<file path="src/card_iface_regs.svh">
// Constants for the smart card host control block: bit positions,
// reset values, divider codes and timing counts.
// Assumes a 250 MHz ref_clk; all host pins synchronous to it.
//
// How it works
// - Select high: controls follow their pins directly.
// - Select low: control inputs latched and held.
// - Select low: host data lines released, pass nothing.
// - Select low: interrupt output tri-stated.
// - Mode low: sequencer drives card clock, reset.
// - Mode high: card clock copies strobe input.
// - Asynchronous mode ignores strobe input entirely.
// - Request low starts activation if card present.
// - Voltage select picks 5 V or 3 V.
// - Once enabled, card reset equals reset input.
// - Data passes between host and card lines.
// - Divide codes 00/01/10/11 give 8/1/4/2.
// - Divided clocks keep duty cycle near 50%.
// - Outside session interrupt shows card presence.
// - In session, fault drives interrupt low, deactivates.
// - Clock buffer output copies oscillator input.
// - Activation acts on request edges, not levels.
// - Over-current starts deactivation and reports fault.
`ifndef CARD_IFACE_REGS_SVH
`define CARD_IFACE_REGS_SVH

// Positions in the captured control vector
`define CTL_ACT_N 6
`define CTL_RST_IN 5
`define CTL_POWER_DOWN_REQ 4
`define CTL_VSEL 3
`define CTL_DIV_HI 2
`define CTL_DIV_LO 1
`define CTL_SYNC 0
`define CTL_WIDTH 7
`define CTL_RESET 7'h40

// Divide codes as {high, low}
`define DIV_BY8 2'h0
`define DIV_BY1 2'h1
`define DIV_BY4 2'h2
`define DIV_BY2 2'h3
// Oscillator transitions per half card period
`define HALF_BY8 4'h8
`define HALF_BY4 4'h4
`define HALF_BY2 4'h2

`define CLK_PERIOD_NS 4
`define STEP_TIME_NS 1000
`define STEP_CYCLES ((`STEP_TIME_NS + `CLK_PERIOD_NS - 1) / `CLK_PERIOD_NS)
`define STAB_TIME_MS 10
`define STAB_CYCLES ((`STAB_TIME_MS * 1000000 + `CLK_PERIOD_NS - 1) / `CLK_PERIOD_NS)

`endif

</file>
<file path="src/card_iface_pkg.sv">
// Types shared by the smart card host control block.
// Assumes nothing beyond the constants header.
package card_iface_pkg;
    // Gray along idle, power, io, clock, active, deactivate
    typedef enum logic [2:0] {
        ST_IDLE = 3'h0,
        ST_POWER = 3'h1,
        ST_IO_ON = 3'h3,
        ST_CLK_ON = 3'h2,
        ST_ACTIVE = 3'h6,
        ST_DEACT = 3'h4
    } seq_state_t;
endpackage : card_iface_pkg

</file>
<file path="src/card_clock_divider.sv">
// Card clock divider working on the sampled oscillator level.
// Assumes osc_level is registered and slower than half of ref_clk.
`timescale 1ns/1ns
`default_nettype none
`include "card_iface_regs.svh"
module card_clock_divider (
    input wire logic ref_clk,
    input wire logic rst,
    input wire logic osc_level,
    input wire logic enable,
    input wire logic [1:0] div_code,
    output logic div_clk
);
    logic osc_prev_q;
    logic [3:0] cnt_q;
    logic [3:0] half;

    always_comb begin
        case (div_code)
            `DIV_BY8: half = `HALF_BY8;
            `DIV_BY4: half = `HALF_BY4;
            default: half = `HALF_BY2;
        endcase
    end

    always_ff @(posedge ref_clk) begin
        if (rst) begin
            osc_prev_q <= 1'b0;
        end else begin
            osc_prev_q <= osc_level;
        end
    end

    // Counting both oscillator edges keeps the output at 50% duty
    always_ff @(posedge ref_clk) begin
        if (rst || !enable) begin
            cnt_q <= 4'h0;
            div_clk <= 1'b0;
        end else if (div_code == `DIV_BY1) begin
            cnt_q <= 4'h0;
            div_clk <= osc_level;
        end else if (osc_level != osc_prev_q) begin
            // Compare with >= so a shrinking ratio never overruns
            if (cnt_q >= half - 4'h1) begin
                cnt_q <= 4'h0;
                div_clk <= ~div_clk;
            end else begin
                cnt_q <= cnt_q + 4'h1;
            end
        end
    end
endmodule : card_clock_divider
`default_nettype wire

</file>
<file path="src/smart_card_host_control.sv">
// Host-side control of one smart card interface: select latching,
// activation sequencer, card clock and reset, data pass, interrupt.
// Assumes all inputs synchronous to ref_clk; open-drain wires are
// resolved outside from the out/oe pairs, pull-ups included.
`timescale 1ns/1ns
`default_nettype none
`include "card_iface_regs.svh"
module smart_card_host_control
    import card_iface_pkg::*;
#(
    parameter int STAB_CYCLES = `STAB_CYCLES
) (
    input wire logic ref_clk,
    input wire logic rst,
    input wire logic device_select,
    input wire logic activation_request_n,
    input wire logic card_reset_in,
    input wire logic power_down_req,
    input wire logic card_voltage_sel,
    input wire logic clock_divide_high,
    input wire logic clock_divide_low,
    input wire logic sync_mode_sel,
    input wire logic sync_card_clock_in,
    input wire logic oscillator_input,
    input wire logic card_present,
    input wire logic supply_fault,
    input wire logic over_temp,
    input wire logic over_current,
    input wire logic host_card_io_in,
    output logic host_card_io_out,
    output logic host_card_io_oe,
    input wire logic host_aux_io_a_in,
    output logic host_aux_io_a_out,
    output logic host_aux_io_a_oe,
    input wire logic host_aux_io_b_in,
    output logic host_aux_io_b_out,
    output logic host_aux_io_b_oe,
    input wire logic card_io_in,
    output logic card_io_out,
    output logic card_io_oe,
    input wire logic card_aux_c4_in,
    output logic card_aux_c4_out,
    output logic card_aux_c4_oe,
    input wire logic card_aux_c8_in,
    output logic card_aux_c8_out,
    output logic card_aux_c8_oe,
    output logic card_clk,
    output logic card_rst,
    output logic card_vcc_en,
    output logic card_vcc_5v,
    output logic presence_fault_irq_n_out,
    output logic presence_fault_irq_n_oe,
    output logic clock_buffer_out,
    output logic power_down_active
);
    localparam int STEP_MAX = `STEP_CYCLES + 2;

    logic [`CTL_WIDTH-1:0] ctl_pin;
    logic [`CTL_WIDTH-1:0] ctl_latch_q;
    logic [`CTL_WIDTH-1:0] ctl_eff;
    logic act_n_prev_q;
    logic act_fall;
    logic stab_done;
    logic [21:0] stab_cnt_q;
    seq_state_t state_q;
    logic [7:0] step_q;
    logic fault_now;
    logic fault_q;
    logic clk_en_q;
    logic io_en_q;
    logic rst_en_q;
    logic osc_q;
    logic div_clk;
    logic io_low_q;
    logic pass_en;
    logic [2:0] host_in_v;
    logic [2:0] card_in_v;
    logic [2:0] host_oe_v;
    logic [2:0] card_oe_v;

    assign ctl_pin = {activation_request_n, card_reset_in, power_down_req, card_voltage_sel,
                      clock_divide_high, clock_divide_low, sync_mode_sel};

    // Latch tracks the pins while selected, so deselect freezes the last value
    always_ff @(posedge ref_clk) begin
        if (rst) begin
            ctl_latch_q <= `CTL_RESET;
        end else if (device_select) begin
            ctl_latch_q <= ctl_pin;
        end
    end

    assign ctl_eff = device_select ? ctl_pin : ctl_latch_q;

    always_ff @(posedge ref_clk) begin
        if (rst) begin
            act_n_prev_q <= 1'b1;
        end else begin
            act_n_prev_q <= ctl_eff[`CTL_ACT_N];
        end
    end

    assign act_fall = act_n_prev_q && !ctl_eff[`CTL_ACT_N];

    // Stabilization after power down; reset counts as already stable
    always_ff @(posedge ref_clk) begin
        if (rst) begin
            stab_cnt_q <= 22'h0;
        end else if (ctl_eff[`CTL_POWER_DOWN_REQ]) begin
            stab_cnt_q <= 22'(STAB_CYCLES);
        end else if (stab_cnt_q != 22'h0) begin
            stab_cnt_q <= stab_cnt_q - 22'h1;
        end
    end

    assign stab_done = (stab_cnt_q == 22'h0);

    assign fault_now = (state_q != ST_IDLE) &&
                       (!card_present || supply_fault || over_temp || over_current);

    always_ff @(posedge ref_clk) begin
        if (rst) begin
            state_q <= ST_IDLE;
            step_q <= 8'h0;
        end else begin
            case (state_q)
                ST_IDLE: begin
                    // A level held low never restarts; power down gates it
                    if (act_fall && card_present && !ctl_eff[`CTL_POWER_DOWN_REQ] && stab_done) begin
                        state_q <= ST_POWER;
                        step_q <= 8'(`STEP_CYCLES);
                    end
                end
                ST_POWER, ST_IO_ON, ST_CLK_ON: begin
                    if (fault_now || ctl_eff[`CTL_ACT_N]) begin
                        state_q <= ST_DEACT;
                        step_q <= 8'(`STEP_CYCLES);
                    end else if (step_q == 8'h0) begin
                        step_q <= 8'(`STEP_CYCLES);
                        case (state_q)
                            ST_POWER: state_q <= ST_IO_ON;
                            ST_IO_ON: state_q <= ST_CLK_ON;
                            default: state_q <= ST_ACTIVE;
                        endcase
                    end else begin
                        step_q <= step_q - 8'h1;
                    end
                end
                ST_ACTIVE: begin
                    if (fault_now || ctl_eff[`CTL_ACT_N]) begin
                        state_q <= ST_DEACT;
                        step_q <= 8'(`STEP_CYCLES);
                    end
                end
                default: begin
                    if (step_q == 8'h0) begin
                        state_q <= ST_IDLE;
                    end else begin
                        step_q <= step_q - 8'h1;
                    end
                end
            endcase
        end
    end

    // Fault stays reported until the host withdraws its request; set wins
    always_ff @(posedge ref_clk) begin
        if (rst) begin
            fault_q <= 1'b0;
        end else begin
            fault_q <= fault_now || (fault_q && !ctl_eff[`CTL_ACT_N]);
        end
    end

    // Card stages; all enables drop in the same cycle on the way down
    always_ff @(posedge ref_clk) begin
        if (rst) begin
            card_vcc_en <= 1'b0;
            card_vcc_5v <= 1'b0;
            io_en_q <= 1'b0;
            clk_en_q <= 1'b0;
            rst_en_q <= 1'b0;
        end else begin
            card_vcc_en <= (state_q != ST_IDLE) && (state_q != ST_DEACT);
            if (state_q == ST_IDLE) begin
                card_vcc_5v <= ctl_eff[`CTL_VSEL];
            end
            io_en_q <= (state_q == ST_IO_ON) || (state_q == ST_CLK_ON) ||
                       (state_q == ST_ACTIVE);
            clk_en_q <= (state_q == ST_CLK_ON) || (state_q == ST_ACTIVE);
            rst_en_q <= (state_q == ST_ACTIVE);
        end
    end

    always_ff @(posedge ref_clk) begin
        if (rst) begin
            card_rst <= 1'b0;
        end else begin
            card_rst <= rst_en_q && ctl_eff[`CTL_RST_IN];
        end
    end

    always_ff @(posedge ref_clk) begin
        if (rst) begin
            osc_q <= 1'b0;
            clock_buffer_out <= 1'b0;
        end else begin
            osc_q <= oscillator_input;
            clock_buffer_out <= oscillator_input;
        end
    end

    card_clock_divider u_div (
        .ref_clk(ref_clk),
        .rst(rst),
        .osc_level(osc_q),
        .enable(clk_en_q && !ctl_eff[`CTL_SYNC]),
        .div_code({ctl_eff[`CTL_DIV_HI], ctl_eff[`CTL_DIV_LO]}),
        .div_clk(div_clk)
    );

    always_ff @(posedge ref_clk) begin
        if (rst) begin
            card_clk <= 1'b0;
        end else if (!clk_en_q) begin
            card_clk <= 1'b0;
        end else if (ctl_eff[`CTL_SYNC]) begin
            card_clk <= sync_card_clock_in;
        end else begin
            card_clk <= div_clk;
        end
    end

    always_ff @(posedge ref_clk) begin
        if (rst) begin
            presence_fault_irq_n_out <= 1'b0;
            presence_fault_irq_n_oe <= 1'b0;
            power_down_active <= 1'b0;
        end else begin
            presence_fault_irq_n_oe <= device_select;
            if (state_q != ST_IDLE || fault_q) begin
                presence_fault_irq_n_out <= !fault_q;
            end else begin
                presence_fault_irq_n_out <= card_present && stab_done;
            end
            power_down_active <= ctl_eff[`CTL_POWER_DOWN_REQ];
        end
    end

    always_ff @(posedge ref_clk) begin
        if (rst) begin
            io_low_q <= 1'b0;
        end else begin
            io_low_q <= 1'b0;
        end
    end

    assign pass_en = io_en_q && device_select;
    assign host_in_v = {host_aux_io_b_in, host_aux_io_a_in, host_card_io_in};
    assign card_in_v = {card_aux_c8_in, card_aux_c4_in, card_io_in};

    // Whichever side pulls low first owns the lane until it releases;
    // this blocks the echo of our own drive from latching up the lane
    genvar g;
    for (g = 0; g < 3; g++) begin : lane
        logic drv_card_q;
        logic drv_host_q;
        always_ff @(posedge ref_clk) begin
            if (rst || !pass_en) begin
                drv_card_q <= 1'b0;
                drv_host_q <= 1'b0;
            end else if (drv_card_q) begin
                drv_card_q <= !host_in_v[g];
            end else if (drv_host_q) begin
                drv_host_q <= !card_in_v[g];
            end else begin
                drv_card_q <= !host_in_v[g];
                drv_host_q <= host_in_v[g] && !card_in_v[g];
            end
        end
        assign card_oe_v[g] = drv_card_q;
        assign host_oe_v[g] = drv_host_q;
    end

    assign host_card_io_out = io_low_q;
    assign host_aux_io_a_out = io_low_q;
    assign host_aux_io_b_out = io_low_q;
    assign card_io_out = io_low_q;
    assign card_aux_c4_out = io_low_q;
    assign card_aux_c8_out = io_low_q;
    assign host_card_io_oe = host_oe_v[0];
    assign host_aux_io_a_oe = host_oe_v[1];
    assign host_aux_io_b_oe = host_oe_v[2];
    assign card_io_oe = card_oe_v[0];
    assign card_aux_c4_oe = card_oe_v[1];
    assign card_aux_c8_oe = card_oe_v[2];
endmodule : smart_card_host_control
`default_nettype wire

</file>
<file path="config.mk">
export PLATFORM = sky130hd
export DESIGN_NAME = smart_card_host_control
export DESIGN_NICKNAME = d
export VERILOG_FILES = /design/src/card_iface_pkg.sv /design/src/card_clock_divider.sv /design/src/smart_card_host_control.sv
export VERILOG_INCLUDE_DIRS = /design/src /design/src/src
export SDC_FILE = /design/constraint.sdc
export NUM_CORES = 1
export LEC_CHECK = 0
export CAP_MARGIN = 20
export CORE_AREA = 4 4 91 93
export DETAILED_ROUTE_END_ITERATION = 7
export DIE_AREA = 0 0 95 97
export DONT_BUFFER_PORTS = 1
export MAX_ROUTING_LAYER = met4
export PLACE_DENSITY = 0.63
export SLEW_MARGIN = 5
export SYNTH_ARGS = -nofsm -noshare
export SYNTH_HDL_FRONTEND = slang
export SYNTH_SLANG_ARGS = --single-unit
</file>
<file path="constraint.sdc">
create_clock -name ref_clk -period 2.45 [get_ports ref_clk]
set_input_delay 0.49 -clock ref_clk [delete_from_list [all_inputs] [get_ports ref_clk]]
set_output_delay 0.49 -clock ref_clk [all_outputs]
set_load 0.005 [all_outputs]
</file>
==> Word-level counts from Yosys, hierarchy flattened <==
Index checks and enable logic that the tools add are counted.
{ "word_totals": {"in_bits": 22, "wordCells": 133, "reg_bits": 65} }
{ "classes": {"mux": 32, "add_sub_neg": 4, "n_eq_ne": 12, "reduce_logical": 55, "order_cmp": 1, "n_bitwise": 2} }
{ "ops": {"columns": ["operator", "n"], "rows": [
  ["$mux 22", 2],
  ["$mux 8", 5],
  ["$pmux 8 s3", 1],
  ["$logic_not 22->1", 1],
  ["$reduce_bool 22->1", 1],
  ["$sub 22x1->22 const B", 1],
  ["$mux 3", 5],
  ["$logic_and 1x1->1", 14],
  ["$mux 1", 14],
  ["$logic_not 1->1", 13],
  ["$logic_or 1x1->1", 11],
  ["$pmux 3 s3", 1],
  ["$logic_not 8->1", 1],
  ["$pmux 4 s2", 1],
  ["$sub 8x1->8 const B", 1],
  ["$mux 7", 1],
  ["$eq 3x2->1 const B", 2],
  ["$ne 3x3->1 const B", 2],
  ["$pmux 3 s2", 1],
  ["$reduce_bool 2->1", 3],
  ["$reduce_or 2->1", 3],
  ["$add 4x1->4 const B", 1],
  ["$ge 4x4->1", 1],
  ["$mux 4", 1],
  ["other kinds (17)", 19]
]} }

==> Longest topological paths before layout <==
{ "logic_depth": {"depth_word": 8, "mapped_depth": 10} }

==> Cells and area by module <==
From an unflattened synthesis, not the netlist that was laid out.
{ "hier_totals": {"hier_cells": 346, "area_unflattened_um2": 3044.2} }
{ "by_module_without_submodules": {"columns": ["module", "instances", "area_each_um2", "seq_area_each_um2", "cells_per_inst"], "rows": [
  ["smart_card_host_control", 1, 2633.8, 1141.1, 298],
  ["card_clock_divider", 1, 410.4, 120.1, 48]
]} }

==> Worst setup path before layout <==
OpenSTA, ideal clock, no wires.
{ "synth_timing": {"kind": "input port to flip-flop", "start": "in device_select", "end": "reg step_q[5]", "stages": 8, "required_time_ps": 2310, "arrival_ps": 2088, "path_buffers": 2, "setup_slack_ps": 222, "path_cell_list": "buf_2 -> mux2i_1 -> nand3b_1 -> o31ai_2 -> buf_4 -> nand2_1 -> a21oi_2 -> a311oi_2"} }
{ "synth_between": {"elab_chain_len": 8} }
{ "synth_rtl": {"columns": ["element", "line_no", "text"], "rows": [
  ["start, declared", "smart_card_host_control.sv:15", "input wire logic device_select,"],
  ["$mux 7 (*)", null, null],
  ["$logic_not 1->1", "smart_card_host_control.sv:103", "assign act_fall = act_n_prev_q && !ctl_eff[`CTL_ACT_N];"],
  ["$logic_and 1x1->1", "smart_card_host_control.sv:103", null],
  ["$logic_and 1x1->1 (3 in series)", "smart_card_host_control.sv:129", "if (act_fall && card_present && !ctl_eff[`CTL_POWER_DOWN_REQ] && stab_done) begin"],
  ["$ne 2x2->1 (no source line)", null, null],
  ["$reduce_and 3->1 (no source line)", null, null],
  ["end signal, assigned", "smart_card_host_control.sv:131", "step_q <= 8'(`STEP_CYCLES);"],
  ["end signal, assigned", "smart_card_host_control.sv:137", "step_q <= 8'(`STEP_CYCLES);"],
  ["end signal, assigned", "smart_card_host_control.sv:139", "step_q <= 8'(`STEP_CYCLES);"],
  ["end, declared", "smart_card_host_control.sv:66", "logic [7:0] step_q;"]
]} }
Mark *: on every way between the ends. The rest lies on a longest branch, timed or not.
A chain may end at the register's enable or synchronous reset.

==> Final worst setup path <==
{ "layout_timing": {"start": "reg stab_cnt_q[7]", "end": "reg step_q[3]"} }
{ "layout_between": {"elab_chain_len": 4} }
{ "layout_rtl": {"columns": ["element", "line_no", "text"], "rows": [
  ["start, declared", "smart_card_host_control.sv:64", "logic [21:0] stab_cnt_q;"],
  ["start signal, assigned", "smart_card_host_control.sv:110", "stab_cnt_q <= 22'(STAB_CYCLES);"],
  ["start signal, assigned", "smart_card_host_control.sv:112", "stab_cnt_q <= stab_cnt_q - 22'h1;"],
  ["$logic_not 22->1", "smart_card_host_control.sv:116", "assign stab_done = (stab_cnt_q == 22'h0);"],
  ["$logic_and 1x1->1", "smart_card_host_control.sv:129", null],
  ["$ne 2x2->1 (no source line)", null, null],
  ["$reduce_and 3->1 (no source line)", null, null]
]} }
No other way between the ends.

==> flow_metrics.py <==
metrics = {
    "outcome": {
        "status": "finished clean",
    },
    "sta": {
        "rsz0062_at_grt": "no",
        "timing_hold_violations_final": 0,
        "relSlewSlack_pct": 61.0,
        "finalClockSkew_ns": 0.00757,
        "tns_ns": 0,
        "fin_ws_ns": 0.285,
        "setup_viol": 0,
        "post-route-period-util_pct": 88.4,
        "slew_viol_final": 0,
        "post-route-min-period_ns": 2.16,
        "worst_pin_slew_ns": 0.584,
        "max_freq_mhz": 462,
    },
    "yosys": {
        "synthXorXnorAreaFrac_pct": 6.61,
        "synth_adder_area_share_pct": 3.01,
        "syn_area_per_cell_um2": 9.28,
        "synth-edff-count": 0,
        "ys_types": 51,
        "ys_seq_area_share_pct": 43.3,
        "netlist_instances": 314,
        "synthFlopType": "dfxtp_1",
        "synthMuxAreaShare_pct": 3.78,
        "synth_top_family_by_area": "simple AND/OR/NAND/NOR gates",
        "async_flop_share_pct": 0,
        "yosys.area_share.simple_pct": 23.1,
        "syn_area_um2": 2910,
        "yosysWarnings": 0,
        "synth_compound_area_share_pct": 15.2,
        "synth-seq-cells": 63,
    },
    "detailed_routing": {
        "wl_per_cell_um": 13.6,
        "viasPerCell": 5.17,
        "dr.pass1.iters": 4,
        "drc": 0,
        "drtIter0Drc": 83,
        "vias": 2213,
        "antenna_left": 0,
        "drt-total-wl_um": 5820,
    },
    "place": {
        "place.gp.congestion": 0.830,
        "pre_cts_ws_ns": 0.272,
        "place_area_um2": 3010,
        "dp_hpwl_um": 4080,
        "portBuffers": 0,
    },
    "setup_path": {
        "crit_fanout": 11,
        "cp.arrival_ns": 2.42,
        "crit_type": "reg2reg",
        "r2r-end": "step_q[3]$_SDFFE_PP0P_",
        "crit_required_ns": 2.71,
        "ff2ff_path_depth": 6,
        "worst_setup_path_end_kind": "flip-flop",
        "r2r-start": "stab_cnt_q[7]$_SDFFE_PP0P_",
        "ff2ff_setup_slack_ns": 0.29,
        "start_kind": "flip-flop",
    },
    "power_and_ir_drop": {
        "finalPower_w": 0.00345,
        "power.density_nw_per_um2": 1070,
        "ir_worst_vdd_v": 0.000480,
        "leakage_nw": 1.21,
    },
    "grt": {
        "globalRoute.totalOverflow": 0,
        "first_global_vias": 2063,
        "antenna_found_initial": 0,
        "grt_use_total_pct": 13.5,
        "grt_pass1_wl_um": 9490,
        "grt_max_degree": 41,
    },
    "hold_path": {
        "whs_path_depth": 1,
        "min-delay-start": "rst",
        "min_delay_worst_endpoint": "u_div.osc_prev_q$_SDFF_PP0_",
        "min_path_type": "in2reg",
    },
    "floorplan": {
        "core_um2": 7530,
        "start_util_pct": 38.7,
        "die_w_um": 95,
        "die_y_um": 97,
        "row_count": 32,
        "ios": 42,
        "fp.dieArea_um2": 9220,
    },
    "clock_tree": {
        "holdBufCountCts": 0,
        "cts.repair.resized": 0,
        "cts.sinks": 63,
        "cts_made_buffers": 9,
        "clockRootBuffer": "clkbuf_8",
        "cts_buffer_depth": 2,
        "cts_tree": "yes",
        "clk_latency_ns": 0.34,
        "cts_setup_buffers": 0,
        "clkSlewWorstSetupHoldPaths_ns": 0.07,
        "htree_num_levels": 3,
    },
    "job": {
        "drv_cap": 0,
    },
    "cells_and_area": {
        "num-nets-final": 350,
        "fin_util_pct": 42.7,
        "n_antenna_cell": 0,
        "drive_gt1_share_pct": 12.6,
        "design_area_um2": 3210,
        "syn2layout_area_growth_pct": 10.3,
        "fillers": 767,
    },
}
logic make-up after synthesis:
logic type	Yosys count
DFF	63
other	2
muxes	11
buffers and inverters	27
AOI/OAI and AO/OA	56
xor gates and xnor gates	22
and+or+nand+nor	126
adders and majority gates	7
area by class of cell:
| cell class | count | area [um^2] | share of cell area, % |
|---|---|---|---|
| well taps | 102 | 128 | 3.97 |
| clock buffers | 11 | 141 | 4.40 |
| repair buffers | 6 | 45.0 | 1.40 |
| clock inverters | 5 | 57.6 | 1.79 |
| inverters | 12 | 45.0 | 1.40 |
| multi-input cells | 229 | 1540 | 47.8 |
| flip-flops and latches | 63 | 1260 | 39.3 |
synth_stat cells (all sizes together) (2+ instances only):
cell | count | share of area, %
nand2 | 16 | 2.1
or3 | 7 | 1.5
dfxtp | 63 | 43
inv | 12 | 1.5
nor3 | 15 | 2.9
a31oi | 3 | 0.64
o211ai | 2 | 0.52
nor4b | 3 | 1.1
mux2i | 11 | 3.8
o31ai | 3 | 0.94
a311oi | 5 | 2.6
a2111oi | 2 | 0.60
conb | 2 | 0.26
nand3 | 5 | 0.86
ha | 7 | 3.0
buf | 11 | 2.6
nor3b | 2 | 0.52
and4 | 2 | 0.60
nor2 | 44 | 5.7
xor2 | 14 | 4.2
xnor2 | 8 | 2.4
nor2b | 7 | 1.5
nand3b | 2 | 0.52
and2 | 2 | 0.43
o21ai | 2 | 0.34
a211oi | 11 | 2.8
a21oi | 23 | 4.9
clkbuf | 4 | 0.52
nor4 | 2 | 0.43
or4 | 2 | 0.64
nand2b | 5 | 1.1
a21bo | 2 | 0.69
nand4 | 6 | 1.3
sequential cells by signal, summed over array words and instances, names as in the netlist, 3 cells and up:
register and count:
step_q 8, stab_cnt_q 22, ctl_latch_q 7, u_div.cnt_q 4
state_q 3
per-stage QoR:
step	instances	hold WS (ns)
global placement	412	0.420
CTS	428	0.181
global route	428	0.183
finish	428	0.209
detailed placement	412	0.416
floorplan	319	0.400
worst max path at each step:
stage | from | endpoint | slack (ns)
global placement | stab_cnt_q[7]$_SDFFE_PP0P_ | step_q[6]$_SDFFE_PP0P_ | 0.34
CTS | stab_cnt_q[7]$_SDFFE_PP0P_ | step_q[3]$_SDFFE_PP0P_ | 0.27
detailed placement | device_select | u_div.cnt_q[0]$_SDFFE_PP0P_ | 0.27
finish | stab_cnt_q[7]$_SDFFE_PP0P_ | step_q[3]$_SDFFE_PP0P_ | 0.29
global route | stab_cnt_q[7]$_SDFFE_PP0P_ | step_q[4]$_SDFFE_PP0P_ | 0.17
floorplan | device_select | step_q[5]$_SDFFE_PP0P_ | 0.22
placed cells by master, fill, tap and decap left out, types with 6 or more instances in the layout:
master	netlist	routed
dfxtp_1	63	63
nor2_1	44	44
a21oi_1	18	18
nand2_1	16	16
xor2_1	14	14
nor3_1	13	13
inv_1	12	12
mux2i_1	11	11
a211oi_1	11	11
clkbuf_8	0	10
xnor2_1	8	8
nor2b_1	7	7
or3_1	7	7
ha_1	7	7
conb_1	2	7
nand4_1	6	6
buf_4	7	6
worst max-delay path, cell delays in order, from the launching register on:
cell,delay [ns]
dfxtp_1,0.34
or4_4,0.58
and4bb_4,0.42
a21boi_4,0.09
a21oi_4,0.32
a21oi_2,0.10
a311oi_2,0.23
metal layers:
layer | share of wire, % | routed length (um) | GRT usage (%)
met1 | 46 | 2680 | 16.7
met2 | 44 | 2570 | 18.5
met5 | 0 | 0 | -
met4 | 2.7 | 160 | 9.10
met3 | 7.1 | 412 | 4.12
report_power, final:
part | switching (W) | internal, W | total, W | leakage (nW)
Combinational | 0.000638 | 0.000527 | 0.00117 | 0.600
Clock | 0.000412 | 0.000496 | 0.000908 | 0.0916
Sequential | 0.000178 | 0.00120 | 0.00137 | 0.516
No activity file was read; power rests on OpenSTA's default activity.
